==> config.mk <==
export PLATFORM = sky130hd
export DESIGN_NAME = tmc_timer0
export DESIGN_NICKNAME = d
export VERILOG_FILES = /design/src/tmc_pkg.sv /design/src/tmc_prescaler.sv /design/src/tmc_timer0.sv
export SDC_FILE = /design/constraint.sdc
export NUM_CORES = 1
export LEC_CHECK = 0
export BUFFER_PORTS_ARGS = -buffer_cell sky130_fd_sc_hd__buf_2
export CAP_MARGIN = 25
export CORE_UTILIZATION = 60
export DETAILED_ROUTE_END_ITERATION = 7
export PLACE_DENSITY = 0.85
export SYNTH_ARGS = -nofsm -noshare
export SYNTH_HDL_FRONTEND = slang
export SYNTH_SLANG_ARGS = --single-unit
==> constraint.sdc <==
create_clock -name CLOCK -period 6.4 [get_ports CLOCK]
set_input_delay 0.64 -clock CLOCK [delete_from_list [all_inputs] [get_ports CLOCK]]
set_output_delay 0.64 -clock CLOCK [all_outputs]
set_load 0.02 [all_outputs]
==> src/tmc_pkg.sv <==
/*
 Constants, register offsets, field positions and the register-bus carrier for the 8-bit timer/counter.
 Assumes a single 50 MHz clock and a plain address/strobe register port.
*/
// Operation
// [RULE1] Eight-bit count wraps from FFh to 00h; the wrap is the overflow.
// [RULE2] Source select zero selects timer mode on the instruction cycle.
// [RULE3] Timer mode without prescaler advances once every instruction cycle.
// [RULE4] A software write to the count suppresses the next two increments. The code instead blocks every increment for the next two instruction cycles.
// [RULE5] Source select one selects counter mode on the external count pin.
// [RULE6] Counter mode advances on each pin edge of the chosen polarity.
// [RULE7] Edge select zero counts rising edges, one counts falling edges.
// [RULE8] One prescaler serves either this counter or the watchdog, never both.
// [RULE9] Assignment zero gives the prescaler to the counter, one to the watchdog.
// [RULE10] The prescaler count is neither readable nor writable by software.
// [RULE11] Prescaled counter ratios run in powers of two from 1:2 to 1:256.
// [RULE12] Every overflow sets the overflow flag.
// [RULE13] Enable bit zero blocks the interrupt request; the flag still sets.
// [RULE14] Software clears the flag before re-enabling; hardware never clears it.
// [RULE15] The counter stops during sleep, so overflow cannot wake the core.
// [RULE16] Counter ratio is two to the field plus one; watchdog ratio half.
// [RULE17] The flag sets regardless of individual or global enable bits.
// [RULE18] Reading the count returns it; writing loads the written value.
// [RULE19] Interrupt request is active while flag and enable are both set.
package tmc_pkg;
   localparam logic [7:0] TMC_ADDR_COUNT = 8'h01;
   localparam logic [7:0] TMC_ADDR_OPTION = 8'h81;
   localparam logic [7:0] TMC_ADDR_IRQ_CTRL = 8'h0B;
   localparam int TMC_OPT_RATE_LSB = 0;
   localparam int TMC_OPT_ASSIGN = 3;
   localparam int TMC_OPT_EDGE = 4;
   localparam int TMC_OPT_SOURCE = 5;
   localparam int TMC_IRQ_FLAG = 2;
   localparam int TMC_IRQ_ENABLE = 5;
   localparam int TMC_IRQ_GLOBAL = 7;
   localparam logic [7:0] TMC_OPTION_RESET = 8'hFF;
   localparam logic [7:0] TMC_IRQ_CTRL_RESET = 8'h00;
   localparam logic [7:0] TMC_COUNT_RESET = 8'h00;
   localparam logic [7:0] TMC_COUNT_MAX = 8'hFF;
   localparam logic [1:0] TMC_WRITE_HOLD = 2'h2;
   localparam int TMC_CLOCK_HZ = 50000000;
   localparam int TMC_INSTR_HZ = 1000000;
   localparam int TMC_INSTR_DIV = TMC_CLOCK_HZ / TMC_INSTR_HZ;
   localparam int TMC_DIV_W = 6;

   typedef struct packed {
      logic [7:0] addr;
      logic [7:0] wdata;
      logic wr;
      logic rd;
   } tmc_bus_s;
endpackage : tmc_pkg

==> src/tmc_prescaler.sv <==
/*
 Shared 8-bit synchronous binary prescaler: counts input ticks and emits one tick per selected ratio.
 Assumes tick inputs are one-cycle pulses on the system clock.
*/
`timescale 1ns/10ps
`default_nettype none
module tmc_prescaler
   import tmc_pkg::*;
(
   input wire logic clk,
   input wire logic rst_n,
   input wire logic clear,
   input wire logic tick_in,
   input wire logic [2:0] rate,
   input wire logic half_ratio,
   output logic tick_out
);
   logic [7:0] count;
   logic [7:0] next_count;
   logic [3:0] sel;
   logic [7:0] mask;

   // Counter ratio is 2^(rate+1); watchdog ratio is half of that. [RULE16] [RULE11]
   always_comb begin
      sel = half_ratio ? {1'b0, rate} : ({1'b0, rate} + 4'h1);
      mask = 8'(({8'h00, 8'hFF} << sel) >> 8);
      next_count = clear ? 8'h00 : (tick_in ? 8'(count + 8'h01) : count);
      tick_out = tick_in && ((count & mask) == mask);
      if (sel == 4'h0) begin
         tick_out = tick_in;
      end
   end

   always_ff @(posedge clk or negedge rst_n) begin
      if (!rst_n) begin
         count <= 8'h00;
      end else begin
         count <= next_count;
      end
   end
endmodule : tmc_prescaler
`default_nettype wire

==> src/tmc_timer0.sv <==
/*
 Timer0 block: 8-bit timer/counter with edge select, shared prescaler, overflow flag and interrupt request.
 Assumes the core drives the register port synchronously and the count pin is synchronous to CLOCK.
*/
// The register offsets and the address-and-strobe port are this design's own decisions.
`timescale 1ns/10ps
`default_nettype none
module tmc_timer0
   import tmc_pkg::*;
(
   input wire logic CLOCK,
   input wire logic RST_N,
   input wire logic [7:0] ADDR,
   input wire logic [7:0] WDATA,
   input wire logic WR,
   input wire logic RD,
   output logic [7:0] RDATA,
   input wire logic SLEEP,
   input wire logic EXTERNAL_COUNT_PIN,
   input wire logic WATCHDOG_TICK,
   output logic WATCHDOG_TIMEOUT_TICK,
   output logic IRQ
);
   // ==========================================================
   // Instruction-cycle enable
   // ==========================================================
   logic [TMC_DIV_W-1:0] div;
   logic [TMC_DIV_W-1:0] next_div;
   logic instr_tick;
   localparam logic [TMC_DIV_W-1:0] DIV_LAST = TMC_DIV_W'(TMC_INSTR_DIV - 1);

   always_comb begin
      instr_tick = (div == DIV_LAST);
      next_div = instr_tick ? '0 : TMC_DIV_W'(div + 1'b1);
   end

   always_ff @(posedge CLOCK or negedge RST_N) begin
      if (!RST_N) begin
         div <= '0;
      end else begin
         div <= next_div;
      end
   end

   // ==========================================================
   // Registers and counting
   // ==========================================================
   tmc_bus_s bus;
   logic [7:0] count_register;
   logic [7:0] option;
   logic [7:0] irq_ctrl;
   logic [1:0] hold;
   logic pin_q;
   logic [7:0] next_count;
   logic [7:0] next_option;
   logic [7:0] next_irq_ctrl;
   logic [1:0] next_hold;
   logic [7:0] next_rdata;
   logic clock_source_select;
   logic source_edge_select;
   logic prescaler_assign;
   logic [2:0] prescale_rate_select;
   logic pin_edge;
   logic src_tick;
   logic pre_in;
   logic pre_out;
   logic inc;
   logic overflow;
   logic count_write;

   assign bus = '{addr: ADDR, wdata: WDATA, wr: WR, rd: RD};
   assign clock_source_select = option[TMC_OPT_SOURCE];
   assign source_edge_select = option[TMC_OPT_EDGE];
   assign prescaler_assign = option[TMC_OPT_ASSIGN];
   assign prescale_rate_select = option[TMC_OPT_RATE_LSB +: 3];

   // Prescaler goes to one user only; the other sees its raw tick. [RULE8] [RULE9]
   tmc_prescaler u_pre (
      .clk(CLOCK),
      .rst_n(RST_N),
      .clear(bus.wr && bus.addr == TMC_ADDR_COUNT && !prescaler_assign),
      .tick_in(pre_in),
      .rate(prescale_rate_select),
      .half_ratio(prescaler_assign),
      .tick_out(pre_out)
   );

   always_comb begin
      // Rising edge when select is zero, falling when one. [RULE6] [RULE7]
      pin_edge = source_edge_select ? (pin_q && !EXTERNAL_COUNT_PIN) : (!pin_q && EXTERNAL_COUNT_PIN);
      // Timer mode uses the instruction cycle, counter mode the pin. [RULE2] [RULE5]
      src_tick = clock_source_select ? pin_edge : instr_tick;
      pre_in = prescaler_assign ? WATCHDOG_TICK : (src_tick && !SLEEP);
      WATCHDOG_TIMEOUT_TICK = prescaler_assign ? pre_out : WATCHDOG_TICK;
      // Sleep stops the count and the counter's prescaler; a watchdog-assigned prescaler still counts. [RULE15]
      inc = !SLEEP && (prescaler_assign ? src_tick : pre_out); // [RULE3]
      count_write = bus.wr && (bus.addr == TMC_ADDR_COUNT);
      next_hold = hold;
      if (hold != 2'h0 && instr_tick) begin
         next_hold = 2'(hold - 2'h1);
      end
      overflow = 1'b0;
      next_count = count_register;
      if (count_write) begin
         next_count = bus.wdata; // [RULE18]
         next_hold = TMC_WRITE_HOLD; // [RULE4]
      end else if (inc && hold == 2'h0) begin
         next_count = 8'(count_register + 8'h01); // [RULE1]
         overflow = (count_register == TMC_COUNT_MAX);
      end
      next_option = (bus.wr && bus.addr == TMC_ADDR_OPTION) ? bus.wdata : option;
      next_irq_ctrl = (bus.wr && bus.addr == TMC_ADDR_IRQ_CTRL) ? bus.wdata : irq_ctrl;
      // Set wins over a same-cycle software clear; enables are ignored. [RULE12] [RULE17] [RULE14]
      if (overflow) begin
         next_irq_ctrl[TMC_IRQ_FLAG] = 1'b1;
      end
      // Prescaler state has no address, so it can never be read. [RULE10]
      next_rdata = 8'h00;
      if (bus.rd) begin
         if (bus.addr == TMC_ADDR_COUNT) begin
            next_rdata = count_register;
         end else if (bus.addr == TMC_ADDR_OPTION) begin
            next_rdata = option;
         end else if (bus.addr == TMC_ADDR_IRQ_CTRL) begin
            next_rdata = irq_ctrl;
         end else begin
            next_rdata = 8'h00;
         end
      end
   end

   // Masked by enable, flag stays. [RULE13] [RULE19]
   assign IRQ = irq_ctrl[TMC_IRQ_FLAG] && irq_ctrl[TMC_IRQ_ENABLE];

   always_ff @(posedge CLOCK or negedge RST_N) begin
      if (!RST_N) begin
         count_register <= TMC_COUNT_RESET;
         option <= TMC_OPTION_RESET;
         irq_ctrl <= TMC_IRQ_CTRL_RESET;
         hold <= 2'h0;
         pin_q <= 1'b0;
         RDATA <= 8'h00;
      end else begin
         count_register <= next_count;
         option <= next_option;
         irq_ctrl <= next_irq_ctrl;
         hold <= next_hold;
         pin_q <= EXTERNAL_COUNT_PIN;
         RDATA <= next_rdata;
      end
   end

   // ==========================================================
   // Checks
   // ==========================================================
   chk_flag_on_wrap: assert property (@(posedge CLOCK) disable iff (!RST_N) // [RULE12]
      overflow |=> irq_ctrl[TMC_IRQ_FLAG])
      else $error("flag not set on wrap");

   chk_wrap_to_zero: assert property (@(posedge CLOCK) disable iff (!RST_N) // [RULE1]
      overflow |=> count_register == 8'h00)
      else $error("count did not wrap");

   chk_wrap_at_max: assert property (@(posedge CLOCK) disable iff (!RST_N) // [RULE1]
      overflow |-> count_register == TMC_COUNT_MAX)
      else $error("overflow below maximum");

   chk_flag_no_enable: assert property (@(posedge CLOCK) disable iff (!RST_N) // [RULE17]
      (overflow && !irq_ctrl[TMC_IRQ_ENABLE]) |=> irq_ctrl[TMC_IRQ_FLAG])
      else $error("flag needs enable");

   chk_flag_beats_clear: assert property (@(posedge CLOCK) disable iff (!RST_N) // [RULE14]
      (overflow && bus.wr && bus.addr == TMC_ADDR_IRQ_CTRL) |=> irq_ctrl[TMC_IRQ_FLAG])
      else $error("clear beat the overflow");

   chk_flag_sticky: assert property (@(posedge CLOCK) disable iff (!RST_N) // [RULE14]
      (irq_ctrl[TMC_IRQ_FLAG] && !(bus.wr && bus.addr == TMC_ADDR_IRQ_CTRL)) |=> irq_ctrl[TMC_IRQ_FLAG])
      else $error("flag cleared by hardware");

   chk_flag_cause: assert property (@(posedge CLOCK) disable iff (!RST_N) // [RULE12]
      $rose(irq_ctrl[TMC_IRQ_FLAG]) |-> ($past(overflow) || $past(bus.wr && bus.addr == TMC_ADDR_IRQ_CTRL)))
      else $error("flag rose without cause");

   chk_irq_mask: assert property (@(posedge CLOCK) disable iff (!RST_N) // [RULE19]
      (overflow && irq_ctrl[TMC_IRQ_ENABLE] && !(bus.wr && bus.addr == TMC_ADDR_IRQ_CTRL)) |=> IRQ)
      else $error("irq not raised on wrap");

   chk_irq_blocked: assert property (@(posedge CLOCK) disable iff (!RST_N) // [RULE13]
      !irq_ctrl[TMC_IRQ_ENABLE] |-> !IRQ)
      else $error("irq while disabled");

   chk_irq_needs_flag: assert property (@(posedge CLOCK) disable iff (!RST_N) // [RULE19]
      !irq_ctrl[TMC_IRQ_FLAG] |-> !IRQ)
      else $error("irq without flag");

   chk_write_loads: assert property (@(posedge CLOCK) disable iff (!RST_N) // [RULE18]
      count_write |=> count_register == $past(bus.wdata))
      else $error("write not loaded");

   chk_write_hold: assert property (@(posedge CLOCK) disable iff (!RST_N) // [RULE4]
      count_write ##1 !count_write [*2] |-> $stable(count_register))
      else $error("hold broken");

   chk_hold_loaded: assert property (@(posedge CLOCK) disable iff (!RST_N) // [RULE4]
      count_write |=> hold == TMC_WRITE_HOLD)
      else $error("hold not loaded");

   chk_hold_blocks: assert property (@(posedge CLOCK) disable iff (!RST_N) // [RULE4]
      (hold != 2'h0 && !count_write) |=> $stable(count_register))
      else $error("counted during hold");

   chk_hold_steps: assert property (@(posedge CLOCK) disable iff (!RST_N) // [RULE4]
      (hold != 2'h0 && instr_tick && !count_write) |=> hold == 2'($past(hold) - 2'h1))
      else $error("hold did not step");

   chk_hold_waits: assert property (@(posedge CLOCK) disable iff (!RST_N) // [RULE4]
      (hold != 2'h0 && !instr_tick && !count_write) |=> $stable(hold))
      else $error("hold stepped off tick");

   chk_timer_step: assert property (@(posedge CLOCK) disable iff (!RST_N) // [RULE3]
      (!SLEEP && !clock_source_select && prescaler_assign && instr_tick && hold == 2'h0 && !count_write)
      |=> count_register == 8'($past(count_register) + 8'h01)) else $error("timer step");

   chk_timer_idle: assert property (@(posedge CLOCK) disable iff (!RST_N) // [RULE2]
      (!clock_source_select && prescaler_assign && !instr_tick && !count_write) |=> $stable(count_register))
      else $error("timer counted off tick");

   chk_pin_step: assert property (@(posedge CLOCK) disable iff (!RST_N) // [RULE5]
      (!SLEEP && clock_source_select && prescaler_assign && pin_edge && hold == 2'h0 && !count_write)
      |=> count_register == 8'($past(count_register) + 8'h01)) else $error("pin edge missed");

   chk_edge_count: assert property (@(posedge CLOCK) disable iff (!RST_N) // [RULE6]
      (clock_source_select && prescaler_assign && !pin_edge && !count_write) |=> $stable(count_register))
      else $error("count without edge");

   chk_rise_only: assert property (@(posedge CLOCK) disable iff (!RST_N) // [RULE7]
      (clock_source_select && !source_edge_select && prescaler_assign && !(!pin_q && EXTERNAL_COUNT_PIN)
      && !count_write) |=> $stable(count_register)) else $error("counted a non-rising edge");

   chk_fall_only: assert property (@(posedge CLOCK) disable iff (!RST_N) // [RULE7]
      (clock_source_select && source_edge_select && prescaler_assign && !(pin_q && !EXTERNAL_COUNT_PIN)
      && !count_write) |=> $stable(count_register)) else $error("counted a non-falling edge");

   chk_wd_raw: assert property (@(posedge CLOCK) disable iff (!RST_N) // [RULE8]
      !prescaler_assign |-> WATCHDOG_TIMEOUT_TICK == WATCHDOG_TICK)
      else $error("watchdog not raw");

   chk_wd_prescaled: assert property (@(posedge CLOCK) disable iff (!RST_N) // [RULE9]
      (prescaler_assign && !WATCHDOG_TICK) |-> !WATCHDOG_TIMEOUT_TICK)
      else $error("watchdog tick from nowhere");

   chk_wd_rate_one: assert property (@(posedge CLOCK) disable iff (!RST_N) // [RULE16]
      (prescaler_assign && prescale_rate_select == 3'h0) |-> WATCHDOG_TIMEOUT_TICK == WATCHDOG_TICK)
      else $error("watchdog ratio not one");

   chk_counter_prescaled: assert property (@(posedge CLOCK) disable iff (!RST_N) // [RULE9]
      (!prescaler_assign && !pre_out && !count_write) |=> $stable(count_register))
      else $error("counted past prescaler");

   chk_pre_isolated: assert property (@(posedge CLOCK) disable iff (!RST_N) // [RULE8]
      (prescaler_assign && !src_tick && !count_write) |=> $stable(count_register))
      else $error("counted watchdog ticks");

   chk_pre_on_tick: assert property (@(posedge CLOCK) disable iff (!RST_N) // [RULE11]
      pre_out |-> pre_in)
      else $error("prescaler tick without input");

   chk_pre_cleared: assert property (@(posedge CLOCK) disable iff (!RST_N) // [RULE9]
      (count_write && !prescaler_assign) |=> u_pre.count == 8'h00)
      else $error("prescaler not cleared");

   chk_sleep_frozen: assert property (@(posedge CLOCK) disable iff (!RST_N) // [RULE15]
      (SLEEP && !count_write) |=> $stable(count_register))
      else $error("counted in sleep");

   chk_sleep_no_wrap: assert property (@(posedge CLOCK) disable iff (!RST_N) // [RULE15]
      SLEEP |-> !overflow)
      else $error("overflow in sleep");

   chk_rdata_idle: assert property (@(posedge CLOCK) disable iff (!RST_N) // [RULE10]
      !bus.rd |=> RDATA == 8'h00)
      else $error("read data without read");

   chk_rdata_count: assert property (@(posedge CLOCK) disable iff (!RST_N) // [RULE18]
      (bus.rd && bus.addr == TMC_ADDR_COUNT) |=> RDATA == $past(count_register))
      else $error("count read wrong");

   chk_option_write: assert property (@(posedge CLOCK) disable iff (!RST_N) // [RULE9]
      (bus.wr && bus.addr == TMC_ADDR_OPTION) |=> option == $past(bus.wdata))
      else $error("option not loaded");

   chk_option_kept: assert property (@(posedge CLOCK) disable iff (!RST_N) // [RULE2]
      !(bus.wr && bus.addr == TMC_ADDR_OPTION) |=> $stable(option))
      else $error("option changed");

   chk_unmapped_read: assert property (@(posedge CLOCK) disable iff (!RST_N) // [RULE10]
      (bus.rd && bus.addr != TMC_ADDR_COUNT && bus.addr != TMC_ADDR_OPTION && bus.addr != TMC_ADDR_IRQ_CTRL)
      |=> RDATA == 8'h00) else $error("unmapped read not zero");

   // Scenario covers for the main paths.
   cov_overflow: cover property (@(posedge CLOCK) disable iff (!RST_N) overflow);
   cov_irq: cover property (@(posedge CLOCK) disable iff (!RST_N) $rose(IRQ));
   cov_counter_mode: cover property (@(posedge CLOCK) disable iff (!RST_N) clock_source_select && inc);
   cov_write_hold: cover property (@(posedge CLOCK) disable iff (!RST_N) hold == TMC_WRITE_HOLD);
   cov_wd_prescaled: cover property (@(posedge CLOCK) disable iff (!RST_N) prescaler_assign && WATCHDOG_TIMEOUT_TICK);
endmodule : tmc_timer0
`default_nettype wire

==> impl_metrics.json <==
{
  "yosysSeqAreaShare_pct": 44.83,
  "preCtsSetupSlack_ps": 2961,
  "first_pass_iters": 7,
  "io_pins": 33,
  "cts_tree": "yes",
  "gr-total-overflow": 0,
  "drive_above_1_share_pct": 27.52,
  "ys.flop_type": "dfrtp_1",
  "grt_usage_pct": 25.32,
  "path_cells": "ha_1, or4_1, o21ai_1, o22ai_1, a311o_1, o31ai_2, a21boi_0, o31a_1",
  "cts.htree.levels": 2,
  "critPathCaptureType": "flip-flop",
  "max_freq_mhz": 286.1,
  "layout_setup_ws_ps": 2905,
  "synthCells": 265,
  "crit_fanout": 12,
  "clockRootBuffer": "clkbuf_8",
  "grt_start_max_net_pins": 36,
  "maxSlewViolCount": 0,
  "outcome": "complete, no violations",
  "ant_nets": 0,
  "fin_crit_sh_pct": 54.61,
  "rsz0062_at_grt": "false",
  "antenna_found_initial": 0,
  "worst_slew_pin_slew_ps": 989.2,
  "via_per_inst": 6.220,
  "cts_buffers": 5,
  "setup_viol": 0,
  "max_stage_delay_ps": 860,
  "finalHoldViolations": 0,
  "setup-tns-final_ps": 0,
  "drt_wl_total_mm": 5.711,
  "diodes": 0,
  "slew_headroom_pct": 33.65,
  "gp_congestion": 0.8563,
  "holdBufCountCts": 0,
  "slowest_stage": "o31ai_2",
  "start_util_pct": 62.90,
  "worstSetupPathType": "flip-flop to flip-flop",
  "cts.sinks": 49,
  "pwr_density_cell_nw_per_um2": 208.6,
  "dp_hpwl_mm": 4.022,
  "first_global_vias": 2104,
  "required_ps": 6610,
  "syn_to_final_growth_pct": 9.800,
  "multi_input_area_um2": 1419,
  "yosys.cell_types.count": 60,
  "synth_area_per_cell_um2": 10.41,
  "hp-class": "primary input to async pin",
  "die_h_um": 69.80,
  "avgRoutedWirePerCell_um": 16.32,
  "die_x_um": 69.80,
  "fillers": 338,
  "grt_pass1_wl_mm": 9.729,
  "final_common_cell": "dfrtp_1",
  "yosys_register_bits": 49,
  "placementRows": 24,
  "die_area_um2": 4871,
  "post_cts_buffers": 0,
  "cts_buffer_depth": 2,
  "syn_area_um2": 2758,
  "final_cell_mix": "dfrtp_1 (41), buf_2 (32), nand2_1 (24)",
  "drc_errors": 0,
  "worst_clock_skew_ps": 5.873,
  "core_um2": 4384,
  "vias": 2177,
  "drt_iter0_markers": 214,
  "synth_edf_count": 0,
  "seqCellArea_um2": 1236,
  "async_flop_share_pct": 100.0,
  "path_clk_slew_ps": 100,
  "yosysWarnings": 0,
  "final_nets": 326,
  "crit_path_start_kind": "flip-flop",
  "port_buffers": 32,
  "ir_drop_uv": 152.9,
  "postCtsResizedCells": 0,
  "worstPathArrival_ps": 3700,
  "synth_nets": 294,
  "p_leak_nw": 1.367,
  "clock_latency_ps": 320,
  "fin_crit_ps": 3495,
  "maxCapViolCount": 0
}
-- critical path: cells and delay by family, from the launching register on --
kind,cells,cell delay (ps)
and+or+nand+nor,1,480
adders and majority gates,1,330
DFF,1,660
AOI/OAI and AO/OA,6,1910
-- power by group --
group	internal, W	switching (W)	total (W)
logic	0.0000422	0.0000429	0.0000851
clock network	0.0000798	0.000114	0.000194
registers	0.000330	0.0000232	0.000353
-- per-layer routing --
layer	up-vias	wire length, um	part of all wire [%]	track usage (%)
li1	1025	-	-	-
met1	1051	2630	46	35.49
met2	93	2645	46	39.21
met3	8	344	6.0	4.651
met4	0	90	1.6	9.333
met5	-	0	0	0
-- metrics by stage --
step / instance area, um^2 / hold WS [ps] / power, W / instances / utilization [%]
after global routing: 3028 / 244.3 / 0.0006620 / 350 / 69.06
final: 3028 / 226.8 / 0.0006318 / 350 / 69.06
after floorplan: 2758 / 344.4 / 0.0004114 / 265 / -
after global placement: 2914 / 485.9 / 0.0004374 / 341 / 66.47
after detailed placement: 2934 / 496.6 / 0.0004437 / 342 / 66.92
after CTS: 3028 / 231.6 / 0.0006363 / 350 / 69.06
-- state kept, by name (all words and copies together) (netlist names) --
signal          count
RDATA               8
count_register      8
irq_ctrl            8
option              8
u_pre.count         8
div                 6
hold                2
pin_q               1
-- final timing paths --
check / start / end / slack [ps] / cells past startpoint
max: option[0] / count_register[3] / 2900 / 8
min: RST_N / u_pre.count[5] / 230 / 1
max reg2reg: option[0] / count_register[3] / 2900 / 8
min reg2reg: irq_ctrl[3] / irq_ctrl[3] / 520 / 1
max in group asynchronous: RST_N / option[2] / 5610 / 2
min in group CLOCK: EXTERNAL_COUNT_PIN / pin_q / 450 / 1
-- cell type report --
type                    count  area share (%)
inverters                   9           1.116
repair buffers             33           5.950
multi-input cells         199           46.86
well taps                  52           2.149
flip-flops and latches     49           40.83
clock buffers               5           2.273
clock inverters             3          0.8264
-- kinds of logic (layout without fill, tap and decap cells) --
family	count (synthesis)	count (layout)	synth area share (%)
compound gates	43	43	12.48
xor+xnor	12	12	3.811
fa+ha+maj	6	6	2.722
buf+inv	17	50	3.720
flops	49	49	44.83
mux	22	22	8.711
simple gates	116	116	23.73
-- Yosys cell counts (all sizes together), types with 7 or more instances --
cell type	n	share of area [%]
nand3	15	2.9
o21ai	7	1.3
dfrtp	41	37
inv	9	1.2
mux2	16	6.5
dfstp	8	7.6
nor2	18	2.4
nand2	24	3.3
a222oi	8	2.9
nor3	9	1.8
and2	7	1.6
nor2b	10	2.3
and3	7	1.7
xnor2	8	2.5
(Power assumes the default switching activity.)
